==> src/uab_params.svh <==
`ifndef UAB_PARAMS_SVH
`define UAB_PARAMS_SVH

// ----------------------------------------------------------------------
// Register map and reset values
// ----------------------------------------------------------------------
`define UAB_DATA_BUF_ADDR 8'h99
`define UAB_DATA_BUF_RST  8'h00
`define UAB_READ_IDLE     8'h00

// ----------------------------------------------------------------------
// Baud timer prescale divisors and counts
// ----------------------------------------------------------------------
`define UAB_DIV_SYS12     6'h0C
`define UAB_DIV_SYS4      6'h04
`define UAB_DIV_SYS48     6'h30
`define UAB_DIV_EXT8      6'h08
`define UAB_DIV_SYS1      6'h01
`define UAB_TIMER_TOP     8'hFF
`define UAB_LAST_DATA_BIT 3'h7

`endif

==> src/uab_pkg.sv <==
package uab_pkg;

  // ----------------------------------------------------------------------
  // Types shared by the serial port modules
  // ----------------------------------------------------------------------
  // Order gives codes 00 /12, 01 /4, 10 /48, 11 external /8
  typedef enum logic [1:0] {
    UAB_PRE_SYS12,
    UAB_PRE_SYS4,
    UAB_PRE_SYS48,
    UAB_PRE_EXT8
  } uab_presc_e;

  typedef enum logic [2:0] {
    UAB_TX_IDLE,
    UAB_TX_START,
    UAB_TX_DATA,
    UAB_TX_NINTH,
    UAB_TX_STOP
  } uab_tx_state_e;

  typedef enum logic [2:0] {
    UAB_RX_IDLE,
    UAB_RX_START,
    UAB_RX_DATA,
    UAB_RX_NINTH,
    UAB_RX_STOP,
    UAB_RX_HOLD
  } uab_rx_state_e;

endpackage : uab_pkg

==> src/uab_stream_if.sv <==
// Valid/ready carrier between receiver, buffer and receive latch
interface uab_stream_if #(
  parameter int WIDTH = 9
);
  logic             valid;
  logic             ready;
  logic [WIDTH-1:0] data;

  modport src (output valid, output data, input ready);
  modport snk (input valid, input data, output ready);
endinterface : uab_stream_if

==> src/uab_core.sv <==
`include "uab_params.svh"

// Functional notes
// Written byte goes into transmit shift register, held until shifted out.
// Writing the data buffer alone starts a transmission.
// Reading the data buffer address returns the receive latch only.
// One address, two registers: transmit shifter and receive latch, both reset zero.
// Clock select 1 gives system clock; else prescale /12, /4, /48, external /8.
// Software: 24.5 MHz, undivided clock, reload 0x96 for 115200 baud.
// Software: 22.1184 MHz, undivided clock, reload 0xA0 for 115200 baud.
// Software: external /8 source, reload 0xFA 230400, 0x70 9600 baud.
// Bit period equals two timer overflows of (256 minus reload) prescaled ticks.
// 9-bit frame: start, eight data LSB first, ninth bit, stop.
// Load latch and set receive flag only if flag clear and address check passes.
// Transmit flag set at stop-bit start, cleared by software only.
module uab_core #(
  parameter int FIFO_DEPTH = 32
) (
  input  wire logic              clock,
  input  wire logic              rst_n,
  input  wire logic [7:0]        sfr_addr,
  input  wire logic              sfr_wr,
  input  wire logic [7:0]        sfr_wdata,
  output logic      [7:0]        sfr_rdata,
  input  wire logic              baud_timer_clock_select,
  input  wire uab_pkg::uab_presc_e timer_prescale_select,
  input  wire logic [7:0]        baud_reload,
  input  wire logic              external_clock_source,
  input  wire logic              nine_bit_mode,
  input  wire logic              transmit_ninth_bit,
  input  wire logic              multiprocessor_check_enable,
  input  wire logic              receive_enable_bit,
  input  wire logic              tx_done_clr,
  input  wire logic              rx_done_clr,
  input  wire logic              rx_line,
  output logic                   tx_line,
  output logic                   tx_busy,
  output logic                   tx_done_flag,
  output logic                   rx_done_flag,
  output logic                   received_ninth_bit
);
  import uab_pkg::*;

  // ----------------------------------------------------------------------
  // Prescaler
  // ----------------------------------------------------------------------
  logic       ext_prev_ff;
  logic [5:0] pre_cnt_ff, nxt_pre_cnt;
  logic [5:0] pre_div;
  logic       pre_event;
  logic       tick;

  // Divisor and event source; prescale field ignored at full rate
  always_comb begin
    pre_div   = `UAB_DIV_SYS1;
    pre_event = 1'b1;
    if (!baud_timer_clock_select) begin
      unique case (timer_prescale_select)
        UAB_PRE_SYS12: pre_div = `UAB_DIV_SYS12;
        UAB_PRE_SYS4:  pre_div = `UAB_DIV_SYS4;
        UAB_PRE_SYS48: pre_div = `UAB_DIV_SYS48;
        UAB_PRE_EXT8: begin
          pre_div   = `UAB_DIV_EXT8;
          pre_event = external_clock_source & ~ext_prev_ff;
        end
      endcase
    end
    tick        = pre_event && (pre_cnt_ff >= pre_div - 6'h01);
    nxt_pre_cnt = pre_cnt_ff;
    if (tick) begin
      nxt_pre_cnt = '0;
    end else if (pre_event) begin
      nxt_pre_cnt = pre_cnt_ff + 6'h01;
    end
  end

  always_ff @(posedge clock) begin
    if (!rst_n) begin
      pre_cnt_ff  <= '0;
      ext_prev_ff <= 1'b0;
    end else begin
      pre_cnt_ff  <= nxt_pre_cnt;
      ext_prev_ff <= external_clock_source;
    end
  end

  // ----------------------------------------------------------------------
  // Baud timers: index 0 transmit, index 1 receive
  // ----------------------------------------------------------------------
  // Separate receive timer lets sampling phase lock to the start edge
  logic [1:0] tmr_restart;
  logic [1:0] tmr_ovf;
  logic [1:0] half_q;

  genvar gi;
  generate
    for (gi = 0; gi < 2; gi++) begin : g_tmr
      logic [7:0] tmr_ff, nxt_tmr;
      logic       half_ff, nxt_half;
      // Two overflows of (256 - reload) ticks make one bit
      always_comb begin
        nxt_tmr     = tmr_ff;
        nxt_half    = half_ff;
        if (tmr_restart[gi]) begin
          nxt_tmr  = baud_reload;
          nxt_half = 1'b0;
        end else if (tmr_ovf[gi]) begin
          nxt_tmr  = baud_reload;
          nxt_half = ~half_ff;
        end else if (tick) begin
          nxt_tmr = tmr_ff + 8'h01;
        end
      end
      always_ff @(posedge clock) begin
        if (!rst_n) begin
          tmr_ff  <= '0;
          half_ff <= 1'b0;
        end else begin
          tmr_ff  <= nxt_tmr;
          half_ff <= nxt_half;
        end
      end
      // Kept out of the process so each bit has a single plain driver
      assign tmr_ovf[gi] = tick && (tmr_ff == `UAB_TIMER_TOP);
      assign half_q[gi]  = half_ff;
    end
  endgenerate

  // ----------------------------------------------------------------------
  // Transmitter
  // ----------------------------------------------------------------------
  uab_tx_state_e tx_st_ff, nxt_tx_st;
  logic [7:0]    tx_sh_ff, nxt_tx_sh;
  logic [2:0]    tx_cnt_ff, nxt_tx_cnt;
  logic          tx_nb_ff, nxt_tx_nb;
  logic          tx_line_ff, nxt_tx_line;
  logic          tx_done_ff, nxt_tx_done;
  logic          tx_busy_ff, nxt_tx_busy;
  logic          buf_wr;
  logic          tx_bit;

  assign buf_wr         = sfr_wr && (sfr_addr == `UAB_DATA_BUF_ADDR);
  assign tx_bit         = tmr_ovf[0] & half_q[0];
  assign tmr_restart[0] = buf_wr;

  // A write mid-frame aborts it and restarts with the new byte
  always_comb begin
    nxt_tx_st   = tx_st_ff;
    nxt_tx_sh   = tx_sh_ff;
    nxt_tx_cnt  = tx_cnt_ff;
    nxt_tx_nb   = tx_nb_ff;
    nxt_tx_line = tx_line_ff;
    nxt_tx_done = tx_done_ff & ~tx_done_clr;
    if (buf_wr) begin
      nxt_tx_sh   = sfr_wdata;
      nxt_tx_nb   = transmit_ninth_bit;
      nxt_tx_line = 1'b0;
      nxt_tx_st   = UAB_TX_START;
    end else if (tx_bit) begin
      unique case (tx_st_ff)
        UAB_TX_IDLE: ;
        UAB_TX_START, UAB_TX_DATA: begin
          if (tx_st_ff == UAB_TX_DATA && tx_cnt_ff == `UAB_LAST_DATA_BIT) begin
            if (nine_bit_mode) begin
              nxt_tx_line = tx_nb_ff;
              nxt_tx_st   = UAB_TX_NINTH;
            end else begin
              nxt_tx_line = 1'b1;
              nxt_tx_done = 1'b1;
              nxt_tx_st   = UAB_TX_STOP;
            end
          end else begin
            nxt_tx_line = tx_sh_ff[0];
            nxt_tx_sh   = {1'b0, tx_sh_ff[7:1]};
            nxt_tx_cnt  = (tx_st_ff == UAB_TX_START) ? 3'h0 : tx_cnt_ff + 3'h1;
            nxt_tx_st   = UAB_TX_DATA;
          end
        end
        UAB_TX_NINTH: begin
          nxt_tx_line = 1'b1;
          nxt_tx_done = 1'b1;
          nxt_tx_st   = UAB_TX_STOP;
        end
        UAB_TX_STOP: nxt_tx_st = UAB_TX_IDLE;
      endcase
    end
    // Registered so the busy output comes straight from a flop
    nxt_tx_busy = (nxt_tx_st != UAB_TX_IDLE);
  end

  always_ff @(posedge clock) begin
    if (!rst_n) begin
      tx_st_ff   <= UAB_TX_IDLE;
      tx_sh_ff   <= `UAB_DATA_BUF_RST;
      tx_cnt_ff  <= '0;
      tx_nb_ff   <= 1'b0;
      tx_line_ff <= 1'b1;
      tx_done_ff <= 1'b0;
      tx_busy_ff <= 1'b0;
    end else begin
      tx_st_ff   <= nxt_tx_st;
      tx_sh_ff   <= nxt_tx_sh;
      tx_cnt_ff  <= nxt_tx_cnt;
      tx_nb_ff   <= nxt_tx_nb;
      tx_line_ff <= nxt_tx_line;
      tx_done_ff <= nxt_tx_done;
      tx_busy_ff <= nxt_tx_busy;
    end
  end

  // ----------------------------------------------------------------------
  // Receiver front end
  // ----------------------------------------------------------------------
  uab_rx_state_e rx_st_ff, nxt_rx_st;
  logic [7:0]    rx_sh_ff, nxt_rx_sh;
  logic [2:0]    rx_cnt_ff, nxt_rx_cnt;
  logic          rx_nb_ff, nxt_rx_nb;
  logic          rx_prev_ff;
  logic          rx_smp;

  uab_stream_if #(.WIDTH(9)) rx_in ();
  uab_stream_if #(.WIDTH(9)) rx_out ();

  // Odd overflows fall mid-bit once the timer restarts on the edge
  assign rx_smp         = tmr_ovf[1] & ~half_q[1];
  assign tmr_restart[1] = (rx_st_ff == UAB_RX_IDLE);
  assign rx_in.valid    = (rx_st_ff == UAB_RX_HOLD);
  assign rx_in.data     = {rx_nb_ff, rx_sh_ff};

  always_comb begin
    nxt_rx_st  = rx_st_ff;
    nxt_rx_sh  = rx_sh_ff;
    nxt_rx_cnt = rx_cnt_ff;
    nxt_rx_nb  = rx_nb_ff;
    unique case (rx_st_ff)
      UAB_RX_IDLE: begin
        if (receive_enable_bit && rx_prev_ff && !rx_line) begin
          nxt_rx_st = UAB_RX_START;
        end
      end
      UAB_RX_START: begin
        if (rx_smp) begin
          nxt_rx_cnt = 3'h0;
          nxt_rx_st  = rx_line ? UAB_RX_IDLE : UAB_RX_DATA;
        end
      end
      UAB_RX_DATA: begin
        if (rx_smp) begin
          nxt_rx_sh  = {rx_line, rx_sh_ff[7:1]};
          nxt_rx_cnt = rx_cnt_ff + 3'h1;
          if (rx_cnt_ff == `UAB_LAST_DATA_BIT) begin
            nxt_rx_st = nine_bit_mode ? UAB_RX_NINTH : UAB_RX_STOP;
          end
        end
      end
      UAB_RX_NINTH: begin
        if (rx_smp) begin
          nxt_rx_nb = rx_line;
          nxt_rx_st = UAB_RX_STOP;
        end
      end
      UAB_RX_STOP: begin
        if (rx_smp) begin
          // In 8-bit mode the stop bit takes the ninth bit's place
          nxt_rx_nb = nine_bit_mode ? rx_nb_ff : rx_line;
          if (!multiprocessor_check_enable || nxt_rx_nb) begin
            nxt_rx_st = UAB_RX_HOLD;
          end else begin
            nxt_rx_st = UAB_RX_IDLE;
          end
        end
      end
      UAB_RX_HOLD: begin
        // Stalls here while the buffer is full; line ignored meanwhile
        if (rx_in.ready) begin
          nxt_rx_st = UAB_RX_IDLE;
        end
      end
    endcase
  end

  always_ff @(posedge clock) begin
    if (!rst_n) begin
      rx_st_ff   <= UAB_RX_IDLE;
      rx_sh_ff   <= '0;
      rx_cnt_ff  <= '0;
      rx_nb_ff   <= 1'b0;
      rx_prev_ff <= 1'b1;
    end else begin
      rx_st_ff   <= nxt_rx_st;
      rx_sh_ff   <= nxt_rx_sh;
      rx_cnt_ff  <= nxt_rx_cnt;
      rx_nb_ff   <= nxt_rx_nb;
      rx_prev_ff <= rx_line;
    end
  end

  uab_fifo #(
    .WIDTH (9),
    .DEPTH (FIFO_DEPTH)
  ) u_rx_fifo (
    .clock (clock),
    .rst_n (rst_n),
    .wr_s  (rx_in),
    .rd_s  (rx_out)
  );

  // ----------------------------------------------------------------------
  // Receive latch, flag and register read
  // ----------------------------------------------------------------------
  logic [7:0] rx_latch_ff, nxt_rx_latch;
  logic       rx_nb_out_ff, nxt_rx_nb_out;
  logic       rx_done_ff, nxt_rx_done;
  logic [7:0] rdata_ff, nxt_rdata;

  // Buffer drains only into an empty latch, so unread bytes survive
  assign rx_out.ready = ~rx_done_ff;

  always_comb begin
    nxt_rx_latch  = rx_latch_ff;
    nxt_rx_nb_out = rx_nb_out_ff;
    nxt_rx_done   = rx_done_ff & ~rx_done_clr;
    if (rx_out.valid && !rx_done_ff) begin
      nxt_rx_latch  = rx_out.data[7:0];
      nxt_rx_nb_out = rx_out.data[8];
      nxt_rx_done   = 1'b1;
    end
    nxt_rdata = `UAB_READ_IDLE;
    if (sfr_addr == `UAB_DATA_BUF_ADDR) begin
      nxt_rdata = nxt_rx_latch;
    end
  end

  always_ff @(posedge clock) begin
    if (!rst_n) begin
      rx_latch_ff  <= `UAB_DATA_BUF_RST;
      rx_nb_out_ff <= 1'b0;
      rx_done_ff   <= 1'b0;
      rdata_ff     <= `UAB_READ_IDLE;
    end else begin
      rx_latch_ff  <= nxt_rx_latch;
      rx_nb_out_ff <= nxt_rx_nb_out;
      rx_done_ff   <= nxt_rx_done;
      rdata_ff     <= nxt_rdata;
    end
  end

  assign sfr_rdata          = rdata_ff;
  assign tx_line            = tx_line_ff;
  assign tx_busy            = tx_busy_ff;
  assign tx_done_flag       = tx_done_ff;
  assign rx_done_flag       = rx_done_ff;
  assign received_ninth_bit = rx_nb_out_ff;
endmodule : uab_core

==> src/uab_fifo.sv <==
module uab_fifo #(
  parameter int WIDTH = 9,
  parameter int DEPTH = 32
) (
  input  wire logic   clock,
  input  wire logic   rst_n,
  uab_stream_if.snk   wr_s,
  uab_stream_if.src   rd_s
);
  localparam int PW = $clog2(DEPTH);
  localparam int CW = $clog2(DEPTH + 1);
  localparam logic [CW-1:0] FULL_CNT = CW'(DEPTH);
  localparam logic [PW-1:0] LAST_PTR = PW'(DEPTH - 1);

  logic [WIDTH-1:0] mem [DEPTH];
  logic [PW-1:0]    wr_ptr_ff, nxt_wr_ptr;
  logic [PW-1:0]    rd_ptr_ff, nxt_rd_ptr;
  logic [CW-1:0]    count_ff,  nxt_count;
  logic             push;
  logic             pop;

  // ----------------------------------------------------------------------
  // Handshakes; full and empty come from the occupancy count
  // ----------------------------------------------------------------------
  assign wr_s.ready = (count_ff != FULL_CNT);
  assign rd_s.valid = (count_ff != '0);
  assign rd_s.data  = mem[rd_ptr_ff];
  assign push       = wr_s.valid & wr_s.ready;
  assign pop        = rd_s.valid & rd_s.ready;

  // Pointer wrap handles depths that are not a power of two
  always_comb begin
    nxt_wr_ptr = wr_ptr_ff;
    nxt_rd_ptr = rd_ptr_ff;
    nxt_count  = count_ff;
    if (push) begin
      nxt_wr_ptr = (wr_ptr_ff == LAST_PTR) ? '0 : wr_ptr_ff + 1'b1;
    end
    if (pop) begin
      nxt_rd_ptr = (rd_ptr_ff == LAST_PTR) ? '0 : rd_ptr_ff + 1'b1;
    end
    if (push && !pop) begin
      nxt_count = count_ff + 1'b1;
    end else if (pop && !push) begin
      nxt_count = count_ff - 1'b1;
    end
  end

  always_ff @(posedge clock) begin
    if (!rst_n) begin
      wr_ptr_ff <= '0;
      rd_ptr_ff <= '0;
      count_ff  <= '0;
    end else begin
      wr_ptr_ff <= nxt_wr_ptr;
      rd_ptr_ff <= nxt_rd_ptr;
      count_ff  <= nxt_count;
    end
  end

  // Storage needs no reset; empty flag guards stale words
  always_ff @(posedge clock) begin
    if (push) begin
      mem[wr_ptr_ff] <= wr_s.data;
    end
  end
endmodule : uab_fifo

==> config.mk <==
export PLATFORM = sky130hd
export DESIGN_NAME = uab_core
export DESIGN_NICKNAME = d
export VERILOG_FILES = /design/src/uab_pkg.sv /design/src/uab_stream_if.sv /design/src/uab_core.sv /design/src/uab_fifo.sv
export VERILOG_INCLUDE_DIRS = /design/src
export SDC_FILE = /design/constraint.sdc
export NUM_CORES = 1
export LEC_CHECK = 0
export BUFFER_PORTS_ARGS = -buffer_cell sky130_fd_sc_hd__buf_2
export CAP_MARGIN = 20
export CORE_ASPECT_RATIO = 0.7
export CORE_UTILIZATION = 35
export CTS_CLUSTER_SIZE = 14
export DETAILED_ROUTE_END_ITERATION = 7
export SLEW_MARGIN = 20
export SYNTH_ARGS = -nofsm -noshare
export SYNTH_HDL_FRONTEND = slang
export SYNTH_HIERARCHICAL = 1
export SYNTH_SLANG_ARGS = --single-unit
==> constraint.sdc <==
create_clock -name clock -period 2.9 [get_ports clock]
set_clock_uncertainty 0.1 [all_clocks]
set_input_delay 0.58 -clock clock [delete_from_list [all_inputs] [get_ports clock]]
set_output_delay 0.58 -clock clock [all_outputs]
set_load 0.01 [all_outputs]
### Yosys cells after proc, flatten, opt, wreduce, memory -nomap -nowiden

Memory sizes are Yosys's and may differ from the RTL's. A register that Yosys moved wholly into a read port is not among the register bits.
Cells that the tools add are included.

* register bits after elaboration: 93
* bits in writable memories: 288
* bits of input ports: 38
* output and inout port bits: 13
* word-level logic and storage cells: 178
* memories: 1

* add/sub/neg operators: 10
* $lt $le $gt $ge: 1
* equality and inequality tests: 28
* muxes and demuxes: 57
* bitwise gates (word level): 16
* reduce and logical (&&, ||, !) cells: 40

Memories
* u_rx_fifo.mem: depth 32, width 9, rd ports 1, clocked after Yosys merged registers in 1, write ports 1, line uab_fifo.sv:15 `logic [WIDTH-1:0] mem [DEPTH];`

Operator list (count)
* 8-bit two-way mux: 11
* 3-bit two-way mux: 15
* 8-bit == test, second input constant: 3
* 6-bit one-hot mux with 4 select lines: 1
* 5-bit two-way mux: 4
* 6-bit two-way mux: 3
* 3-bit one-hot mux with 6 select lines: 1
* 8-bit by 1-bit adder with 8-bit output, second input constant: 2
* 1-bit two-way mux: 16
* 3-bit == test, second input constant: 5
* 2-bit inequality test, second input constant: 7
* 6-bit by 1-bit adder with 6-bit output, second input constant: 2
* 3-bit by 2-bit == test with 1-bit output, second input constant: 4
* 3-bit nonzero test: 4
* 6-bit by 1-bit subtractor with 6-bit output, second input constant: 2
* 5-bit by 1-bit adder with 5-bit output, second input constant: 2
* 5-bit == test, second input constant: 2
* 1-bit logical AND: 10
* 2-bit nonzero test: 5
* 1-bit inverter: 9
* 3-bit one-hot mux with 3 select lines: 1
* 3-bit AND reduction: 3
* 2-bit OR reduction: 4
* 1-bit AND: 7
* other kinds (18): 29

### Logic depth before layout (Yosys ltp)

Gate-level depths: netlist of the first run.

* word-level depth: 11
* gate-level depth with buffers: 12
* mapped depth without buffers: 11

### Modules after synthesis

Netlist of the first run, hierarchy kept.

Modules (own cells, without submodules)
* uab_fifo: instances 1, cells an instance 677, area each 12306.8 µm², seq. area each 9068.7 µm²
* uab_core: instances 1, cells an instance 452, area each 3844.9 µm², seq. area each 1541.5 µm²

### Least setup slack after synthesis of the first run

No wires, ideal clock.

* path kind: in2reg
* from: in timer_prescale_select[0]
* to: reg g_tmr[1].tmr_ff[7]
* library setup time: 0.143 ns
* arrival time: 2.733 ns
* required time: 2.657 ns
* slack: -0.076 ns
* stages: 11
* path buffers: 0
* path through: inv_1 > ha_1 > nor2b_1 > xor2_1 > nand2_1 > ha_1 > nand4_1 > o221a_2 > or4_1 > a22oi_1 > o32ai_1

* longest elaborated chain between the ends: 9
* elaborated cells on any way between the ends: 15
* those cells by class: add/sub (1); order compare (1); eq/ne (3); mux (6); reduce/logical (4)

Ends and longest elaborated chain
* from (decl): line uab_core.sv:26 `input wire uab_pkg::uab_presc_e timer_prescale_select,`
* 2-bit == test (tied with other cells): line uab_core.sv:58 `unique case (timer_prescale_select)`
* 6-bit one-hot mux with 4 select lines: line uab_core.sv:58
* 6-bit two-way mux: line uab_core.sv:57 `if (!baud_timer_clock_select) begin`
* 6-bit by 1-bit subtractor with 6-bit output: line uab_core.sv:68 `tick = pre_event && (pre_cnt_ff >= pre_div - 6'h01);`
* 6-bit greater-or-equal comparator: line uab_core.sv:68
* 1-bit logical AND (*): line uab_core.sv:68
* 1-bit logical AND: line uab_core.sv:124 `` assign tmr_ovf[gi] = tick && (tmr_ff == `UAB_TIMER_TOP); ``
* 8-bit two-way mux: line uab_core.sv:107 `end else if (tmr_ovf[gi]) begin`
* 8-bit two-way mux: line uab_core.sv:104 `if (tmr_restart[gi]) begin`
* to (signal assigned): line uab_core.sv:119 `tmr_ff <= nxt_tmr;`
* to (decl): line uab_core.sv:98 `logic [7:0] tmr_ff, nxt_tmr;`

Mark *: on every way between the ends. The rest lies on a longest branch, timed or not. The select of a mux whose other input is x is not followed.
A chain may end at the register's enable or synchronous reset.

### Worst setup path in the final report of the first run

* from: reg u_rx_fifo.count_ff[4]
* to: reg u_rx_fifo.count_ff[4]

* longest elaborated chain between the ends: 5
* elaborated cells on any way between the ends: 13
* those cells by class: add/sub (2); eq/ne (1); mux (2); bitwise (2); reduce/logical (6)

Ends and longest elaborated chain
* from (decl): line uab_fifo.sv:18 `logic [CW-1:0] count_ff, nxt_count;`
* from (signal assigned): line uab_fifo.sv:57 `count_ff <= nxt_count;`
* branches (longest 5 deep; another with 6-bit by 1-bit subtractor with 6-bit output)

Parallel ways; which one is timed is not known. The select of a mux whose other input is x is not followed.

==> impl_metrics.toml, run 1 <==
[timing]
finalSetupViolations = 0
tightest_slew_ns = 1.09
period_minus_slack_ns = 2.75
period_share = 0.947
layout_setup_ws_ns = 0.152
rsz0062_at_grt = "no"
relSlewSlack = 0.274
final_max_slew_viol_count = 0
hold_viol = 0
fmax_ghz = 0.364

[detailed_routing]
ant_nets = 0
wirelength_mm = 37.8
routed.top_layer = "met4"
wl_per_cell_um = 20.3
drtIter0Drc = 873
wl_met1_mm = 18.6
via_per_inst = 5.34
drcViolationCount = 0
dr_wl_met2_mm = 16.2
dr.pass1.iters = 5
wl_met3_mm = 2.32
num_vias = 9961

[finish]
mostFrequentLayoutCell = "edfxtp_1"
fin_nets = 1299
syn2layout_area_growth_pct = 16.5
fin_cells = 1866
drive_above_1_share = 0.199
n_antenna_cell = 0
n_fill_cell = 4030
layout_common_cells = "edfxtp_1, mux2i_1, dfxtp_1"

[yosys]
avgSynthCellArea_um2 = 14.3
synth_edf_count = 288
synth_top_flop_cell = "edfxtp_1"
synth_cell_types = 75
synthCells = 1129
ys_warn_count = 6
synth.net_count = 1195
ys_seq_area_frac = 0.657
ys_ff_latch = 386
synthArstFlopShare = 0
syn-cell-area_um2 = 16200

[placed_design]
dp_cells = 1795
gp_congestion = 0.834
hpwl_mm = 25.2
post-place-ws_ns = -0.246
numPortBuffers = 50

[grt]
grt_antenna_before_repair = 0
grt_max_degree = 36
grt_pass1_wl_mm = 58.1
grt.overflow.total = 0
grt_pass1_vias = 9687
track_usage = 0.161

[cts]
tritoncts = "yes"
clock_sinks = 386
h-tree-depth = 2
clockBufferDepth = 3
root_buffer = "clkbuf_16"
cts_buffers = 39
clk_latency_ns = 0.54
path_clk_slew_ns = 0.06

[critical_path]
worstPathMaxFanout = 5
max_stage_delay_ns = 0.59
end_kind = "flip-flop"
critPathKind = "flip-flop to flip-flop"
crit_family = "compound AO/OA/AOI/OAI gates"
worstPathRequired_ns = 3.22
crit_path_top_delay_cell = "or4_4"
cp-start-kind = "flip-flop"
worst-path-buf-inv = 1
cp.arrival_ns = 3.07
crit_path_cell_trace = "or4_4 -> o31ai_4 -> ha_2 -> inv_2 -> fa_1 -> a21o_1 -> a21oi_1 -> xnor2_1 -> a31o_2"

[floorplanning]
io_pins = 51
start_util = 0.357
die_area_um2 = 47000
die_h_um = 182
die_w_um = 259
core_region_area_um2 = 45300
row_count = 65

[outcome]
status = "finished clean"

[pwr]
power_mw = 14.0
power_density_nw_per_um2 = 743
p_leak_nw = 6.80
peakVddDrop_mv = 0.421

[min_path]
hold_path.class = "input pin to flip-flop"

[flow_run]
max_cap_violations = 0
[final timing paths]
path                                            from                            endpoint  slack, ns  cells after the start
setup / recovery  u_rx_fifo/count_ff[4]$_SDFFE_PN0P_  u_rx_fifo/count_ff[4]$_SDFFE_PN0P_       0.15                      9
hold / removal                 external_clock_source              ext_prev_ff$_SDFF_PN0_       0.17                      2
setup reg to reg  u_rx_fifo/count_ff[4]$_SDFFE_PN0P_  u_rx_fifo/count_ff[4]$_SDFFE_PN0P_       0.15                      9
hold reg to reg                tx_nb_ff$_SDFFE_PN0P_               tx_nb_ff$_SDFFE_PN0P_       0.37                      2
[cell usage after synthesis, types with 9 or more instances]
master,count,area [um^2]
a31oi_1,11,68.8
nor2_1,85,319
nor3_1,20,100
a22oi_1,39,293
a221oi_1,9,78.8
o21ai_0,32,160
edfxtp_1,288,8650
and3_1,10,62.6
ha_1,27,338
nand2_1,53,199
buf_2,22,110
a21oi_1,32,160
dfxtp_1,98,1960
mux2i_1,108,1080
inv_1,14,52.6
clkbuf_1,28,105
a22o_1,9,78.8
nand3_1,47,235
nand4_1,16,100
nor2b_1,14,87.6
mux4_2,36,811
[through the flow]
step	cell area (um^2)	util	hold slack [ns]	TNS, ns
4_1_cts	18800	0.415	0.148	0
3_3_place_gp	17500	0.386	0.348	-3.00
6_report	18800	0.415	0.169	0
2_1_floorplan	16200	-	0.336	-0.00977
3_5_place_dp	17500	0.386	0.351	-4.56
5_1_grt	18800	0.415	0.163	0
[sequential cells by signal, indices dropped and copies added (netlist names), 2 cells and up, named ones only]
register / cells
u_rx_fifo/mem: 288
g_tmr.tmr_ff: 16
rx_latch_ff: 8
rx_sh_ff: 8
sfr_rdata: 8
tx_sh_ff: 8
pre_cnt_ff: 6
u_rx_fifo/count_ff: 6
u_rx_fifo/rd_ptr_ff: 5
u_rx_fifo/wr_ptr_ff: 5
rx_cnt_ff: 3
rx_st_ff: 3
tx_cnt_ff: 3
tx_st_ff: 3
g_tmr.half_ff: 2
[metal layers]
layer / global-route usage / up-vias
met1: 0.246 / 5022
met4: 0.0412 / 0
li1: - / 4598
met2: 0.231 / 284
met5: 0 / -
met3: 0.0315 / 57
[cell families after synthesis]
family / Yosys count / share of synthesized area
flip-flops: 386 / 0.657
AND/OR/NAND/NOR: 303 / 0.0973
adder cells (fa/ha/maj): 28 / 0.0222
AO/OA/AOI/OAI: 178 / 0.0775
buffers and inverters: 75 / 0.0207
XOR/XNOR: 14 / 0.00759
multiplexers: 145 / 0.118
[worst register-to-register path: cells and delay by family, from the launching register on]
family,cells,cell delay [ns]
adders and majority gates,2,0.64
DFF,1,0.32
and+or+nand+nor,1,0.59
buffers and inverters,1,0.08
xor gates and xnor gates,1,0.09
AOI/OAI and AO/OA,4,0.83
[repair_timing]
action                     in CTS  in global routing
setup endpoints to repair       0                  1
gates resized for setup         0                  1
setup buffers                   0                  0
hold buffers                    0                  0
[area by class of cell]
| type | count | area, um^2 | area share |
|---|---|---|---|
| tap | 603 | 754 | 0.0401 |
| clock buffer | 51 | 1060 | 0.0564 |
| clock inverter | 20 | 260 | 0.0138 |
| multi-input combinational | 668 | 5230 | 0.278 |
| timing repair buffer | 121 | 833 | 0.0443 |
| sequential | 386 | 10600 | 0.564 |
| inverter | 17 | 66.3 | 0.00352 |
[report_power, final]
part | internal [mW] | switching [mW] | leakage, nW | total [mW]
registers | 6.03 | 0.157 | 3.81 | 6.19
logic | 1.20 | 1.43 | 2.35 | 2.63
clock network | 3.05 | 2.11 | 0.645 | 5.16
Note: power is estimated with default switching activity, not from simulation.
==> inputs of run 2 (changes only) <==
RECOVER_POWER = 50   (was default)
==> run 2 against run 1 <==
The flow now finishes with violations (max-capacitance violations, max-slew violations). Combinational power is essentially flat. Wire length shrank 0.43%. Die area is the same. Utilization shrank 0.23 points. Non-clock buffer count is the same. Cell area shrank 0.55%. Worst hold slack gained 0.0025 ns. Largest cell class unchanged. Largest power group unchanged.
==> impl_metrics.toml, run 2 (synthesis gave the netlist of run 1 again) <==
[finish]
largest-register = "u_rx_fifo/mem"
fin_cells = 1866
layout_common_cells = "edfxtp_1, mux2i_1, dfxtp_1"
syn2layout_area_growth_pct = 15.9
n_antenna_cell = 0
largest_reg_flops = 288
drive_above_1_share = 0.173
fin_nets = 1299
top_regs = "u_rx_fifo/mem: 288 flops, g_tmr.tmr_ff: 16 flops"
utilization = 0.413
n_fill_cell = 4060
mostFrequentLayoutCell = "edfxtp_1"

[critical_path]
max_stage_delay_ns = 0.59
end_kind = "flip-flop"
critPathKind = "flip-flop to flip-flop"
cp-start-kind = "flip-flop"
cp.arrival_ns = 3.06
worst-path-buf-inv = 1
crit_path_top_delay_cell = "or4_4"
crit_family = "compound AO/OA/AOI/OAI gates"
worstPathMaxFanout = 5
crit_path_cell_trace = "or4_4 -> o31ai_4 -> ha_2 -> inv_2 -> fa_1 -> a21o_1 -> a21oi_1 -> xnor2_1 -> a31o_2"
worstPathRequired_ns = 3.21

[grt]
grt_antenna_before_repair = 0
grt_pass1_wl_mm = 58.1
grt.overflow.total = 0
grt_pass1_vias = 9687
grt_max_degree = 36
track_usage = 0.161

[cts]
clockBufferDepth = 3
root_buffer = "clkbuf_16"
clock_sinks = 386
path_clk_slew_ns = 0.06
cts_buffers = 39
cts_setup_buffers = 0
cts-resized-gates = 0
clk_latency_ns = 0.54
h-tree-depth = 2
cts_hold_buf = 0
tritoncts = "yes"

[placed_design]
dp_cells = 1795
hpwl_mm = 25.2
gp_congestion = 0.834
numPortBuffers = 50

[detailed_routing]
drcViolationCount = 0
ant_nets = 0
wirelength_mm = 37.7
drtIter0Drc = 910
via_per_inst = 5.32
dr.pass1.iters = 5
num_vias = 9935
wl_per_cell_um = 20.2

[flow_run]
max_cap_violations = 5

[timing]
final_max_slew_viol_count = 168
tightest_slew_ns = 1.68
rsz0062_at_grt = "no"
period_minus_slack_ns = 2.75
finalSetupViolations = 0
period_share = 0.947
hold_viol = 0
fmax_ghz = 0.364
relSlewSlack = -0.119

[outcome]
status = "finished with violations"
violations = "max-capacitance violations, max-slew violations"

[floorplanning]
start_util = 0.357
die_area_um2 = 47000
die_h_um = 182
die_w_um = 259
row_count = 65
io_pins = 51
core_region_area_um2 = 45300

[pwr]
p_clk_frac = 0.369
switching_power_mw = 3.69
power_mw = 14.0
swShare = 0.264
peakVddDrop_mv = 0.420
p_int_mw = 10.3
seqPwrFrac = 0.443
p_leak_nw = 6.63
power_density_nw_per_um2 = 746
power_frac_comb = 0.188

[min_path]
hold_path.class = "input pin to flip-flop"
run 2: final cells by class:
type / instances / area [um^2] / area share
clock inverter: 20 / 260 / 0.0139
tap: 603 / 754 / 0.0403
clock buffer: 51 / 1060 / 0.0567
inverter: 17 / 66.3 / 0.00354
timing repair buffer: 121 / 752 / 0.0402
multi-input combinational: 668 / 5210 / 0.278
sequential: 386 / 10600 / 0.567
run 2: power by group through the flow:
stage / Clock [mW] / Combinational [mW] / Sequential [mW]
after floorplan: 0 / 1.77 / 6.26
after global placement: 0 / 2.61 / 6.30
after detailed placement: 0 / 2.63 / 6.30
after CTS: 5.28 / 2.65 / 6.18
after global routing: 5.50 / 2.85 / 6.21
final: 5.15 / 2.62 / 6.19
run 2: worst paths after layout:
| kind | start | to | slack (ns) | cells past startpoint |
|---|---|---|---|---|
| max | u_rx_fifo/count_ff[4]$_SDFFE_PN0P_ | u_rx_fifo/count_ff[4]$_SDFFE_PN0P_ | 0.15 | 9 |
| min | external_clock_source | ext_prev_ff$_SDFF_PN0_ | 0.17 | 2 |
| max reg2reg | u_rx_fifo/count_ff[4]$_SDFFE_PN0P_ | u_rx_fifo/count_ff[4]$_SDFFE_PN0P_ | 0.15 | 9 |
| min reg2reg | tx_nb_ff$_SDFFE_PN0P_ | tx_nb_ff$_SDFFE_PN0P_ | 0.36 | 2 |
run 2: stage by stage:
stage / hold WS, ns / setup TNS (ns) / cell area (um^2) / worst slack [ns]
floorplan: 0.336 / -0.00977 / 16200 / -0.00977
finish: 0.171 / 0 / 18700 / 0.153
CTS: 0.148 / 0 / 18800 / 0.0958
global route: 0.163 / 0 / 18700 / 0.0229
global placement: 0.348 / -3.00 / 17500 / -0.216
detailed placement: 0.351 / -4.56 / 17500 / -0.246
run 2: layer usage:
| layer | share of wire | global-route usage | vias up |
|---|---|---|---|
| li1 | - | - | 4603 |
| met1 | 0.49 | 0.246 | 5005 |
| met2 | 0.43 | 0.231 | 271 |
| met3 | 0.060 | 0.0315 | 56 |
| met4 | 0.018 | 0.0412 | 0 |
| met5 | 0 | 0 | - |
==> inputs of run 3 (changes only) <==
clock period = 3.1 ns   (was 2.9 ns; I/O delays follow)
==> run 3 against run 2 <==
Global-route usage down 0.22 points. Clock power down 15%. Maximum frequency down 5.8%. Cell area up 0.41%. First-iteration DRC count down 2.5%. Utilization up 0.17 points. The flow still finishes with violations (max-capacitance violations, max-slew violations). Sequential power down 5.5%. Largest power group unchanged. Combinational power down 9.2%. Via count up 0.41%.
==> impl_metrics.toml, run 3 (synthesis gave the netlist of run 1 again) <==
[outcome]
status = "finished with violations"
violations = "max-capacitance violations, max-slew violations"

[flow_run]
max_cap_violations = 4

[timing]
fmax_ghz = 0.343
final_max_slew_viol_count = 132
finalSetupViolations = 0
period_minus_slack_ns = 2.92
tightest_slew_ns = 1.66
layout_setup_ws_ns = 0.183
period_share = 0.941
relSlewSlack = -0.107
hold_viol = 0

[detailed_routing]
wirelength_mm = 37.3
via_per_inst = 5.29
drtIter0Drc = 887
ant_nets = 0
dr.pass1.iters = 6
drcViolationCount = 0
num_vias = 9976
wl_per_cell_um = 19.8

[finish]
drive_above_1_share = 0.184
fin_nets = 1320
largest-register = "u_rx_fifo/mem"
largest_reg_flops = 288
utilization = 0.415
layout_common_cells = "edfxtp_1, mux2i_1, dfxtp_1"
n_fill_cell = 4104
n_antenna_cell = 0
mostFrequentLayoutCell = "edfxtp_1"
fin_area_um2 = 18800
syn2layout_area_growth_pct = 16.4
top_regs = "u_rx_fifo/mem: 288 flops, g_tmr.tmr_ff: 16 flops"
fin_cells = 1885

[grt]
grt_max_degree = 52
gr-usage-met2 = 0.228
grt_busiest_layer = "met1"
grt_pass1_vias = 9606
use_met1 = 0.240
grt_pass1_wl_mm = 57.3
grt.overflow.total = 0
grt_antenna_before_repair = 0
track_usage = 0.159
met3_usage = 0.0357

[cts]
h-tree-depth = 2
path_clk_slew_ns = 0.06
cts_hold_buf = 0
root_buffer = "clkbuf_16"
clockBufferDepth = 3
clock_sinks = 386
cts_buffers = 37
clk_latency_ns = 0.54
tritoncts = "yes"

[floorplanning]
die_w_um = 259
core_region_area_um2 = 45300
die_h_um = 182
die_area_um2 = 47000
io_pins = 51
row_count = 65
start_util = 0.357

[critical_path]
critPathKind = "flip-flop to flip-flop"
worstPathMaxFanout = 5
crit_top_cell = "ha_1"
crit_path_cell_trace = "or4_4 -> o31ai_4 -> inv_4 -> ha_1 -> inv_1 -> ha_1 -> o21ai_0 -> or3_1 -> nand4_1 -> mux2i_1"
cp-start-kind = "flip-flop"
crit_path_top_delay_cell = "or4_4"
end_kind = "flip-flop"
cp.arrival_ns = 3.25
max_stage_delay_ns = 0.59
worstPathRequired_ns = 3.43

[placed_design]
dpl_cell_area_um2 = 17700
post-place-ws_ns = -0.147
dp_cells = 1817
numPortBuffers = 50
hpwl_mm = 24.9
gp_congestion = 0.836

[pwr]
peakVddDrop_mv = 0.329
p_leak_nw = 6.76
power_density_nw_per_um2 = 672
power_mw = 12.6

[min_path]
hold_path.class = "input pin to flip-flop"
[run 3: per-stage QoR]
stage	hold WS (ns)	setup TNS, ns
after floorplan	0.336	0
after global placement	0.346	-1.28
after detailed placement	0.351	-1.33
after CTS	0.140	0
after global routing	0.154	-0.0124
final	0.163	0
[run 3: report_power, final]
part / switching (mW) / internal [mW]
clock: 1.94 / 2.46
combinational: 1.26 / 1.12
sequential: 0.213 / 5.64
total: 3.42 / 9.22
[run 3: area by class of cell]
cell class	count	area, um^2	share of cell area
Timing Repair Buffer	144	986	0.0525
Clock buffer	52	1000	0.0534
Multi-Input combinational cell	668	5210	0.277
Clock inverter	15	156	0.00832
Tap cell	603	754	0.0401
Inverter	17	66.3	0.00353
Sequential cell	386	10600	0.565
[run 3: repair_timing]
| item | CTS | global route |
|---|---|---|
| resized for setup | 0 | 0 |
| buffers inserted | 0 | 1 |
| setup endpoints to repair | 0 | 3 |
[run 3: worst paths after layout]
path	startpoint	to	slack, ns	cells past startpoint
worst max-delay path	u_rx_fifo/count_ff[4]$_SDFFE_PN0P_	u_rx_fifo/count_ff[5]$_SDFFE_PN0P_	0.18	10
worst min-delay path	rx_done_clr	rx_done_flag$_SDFF_PN0_	0.16	2
worst max register to register	u_rx_fifo/count_ff[4]$_SDFFE_PN0P_	u_rx_fifo/count_ff[5]$_SDFFE_PN0P_	0.18	10
worst min register to register	tx_nb_ff$_SDFFE_PN0P_	tx_nb_ff$_SDFFE_PN0P_	0.36	2
[run 3: metal layers]
metal  share of wire  routed length, um  vias to the layer above
li1                -                  -                     4641
met1            0.48              18100                     5013
met2            0.44              16300                      280
met3           0.065               2440                       42
met4           0.015                567                        0
met5               0                  0                        -
[run 3: critical path, delay by kind of cell, from the launching register on]
family	cells	cell delay (ns)
AOI/OAI and AO/OA	2	0.64
buffers and inverters	2	0.22
muxes	1	0.14
adders and majority gates	2	0.52
DFF	1	0.33
and+or+nand+nor	3	0.87
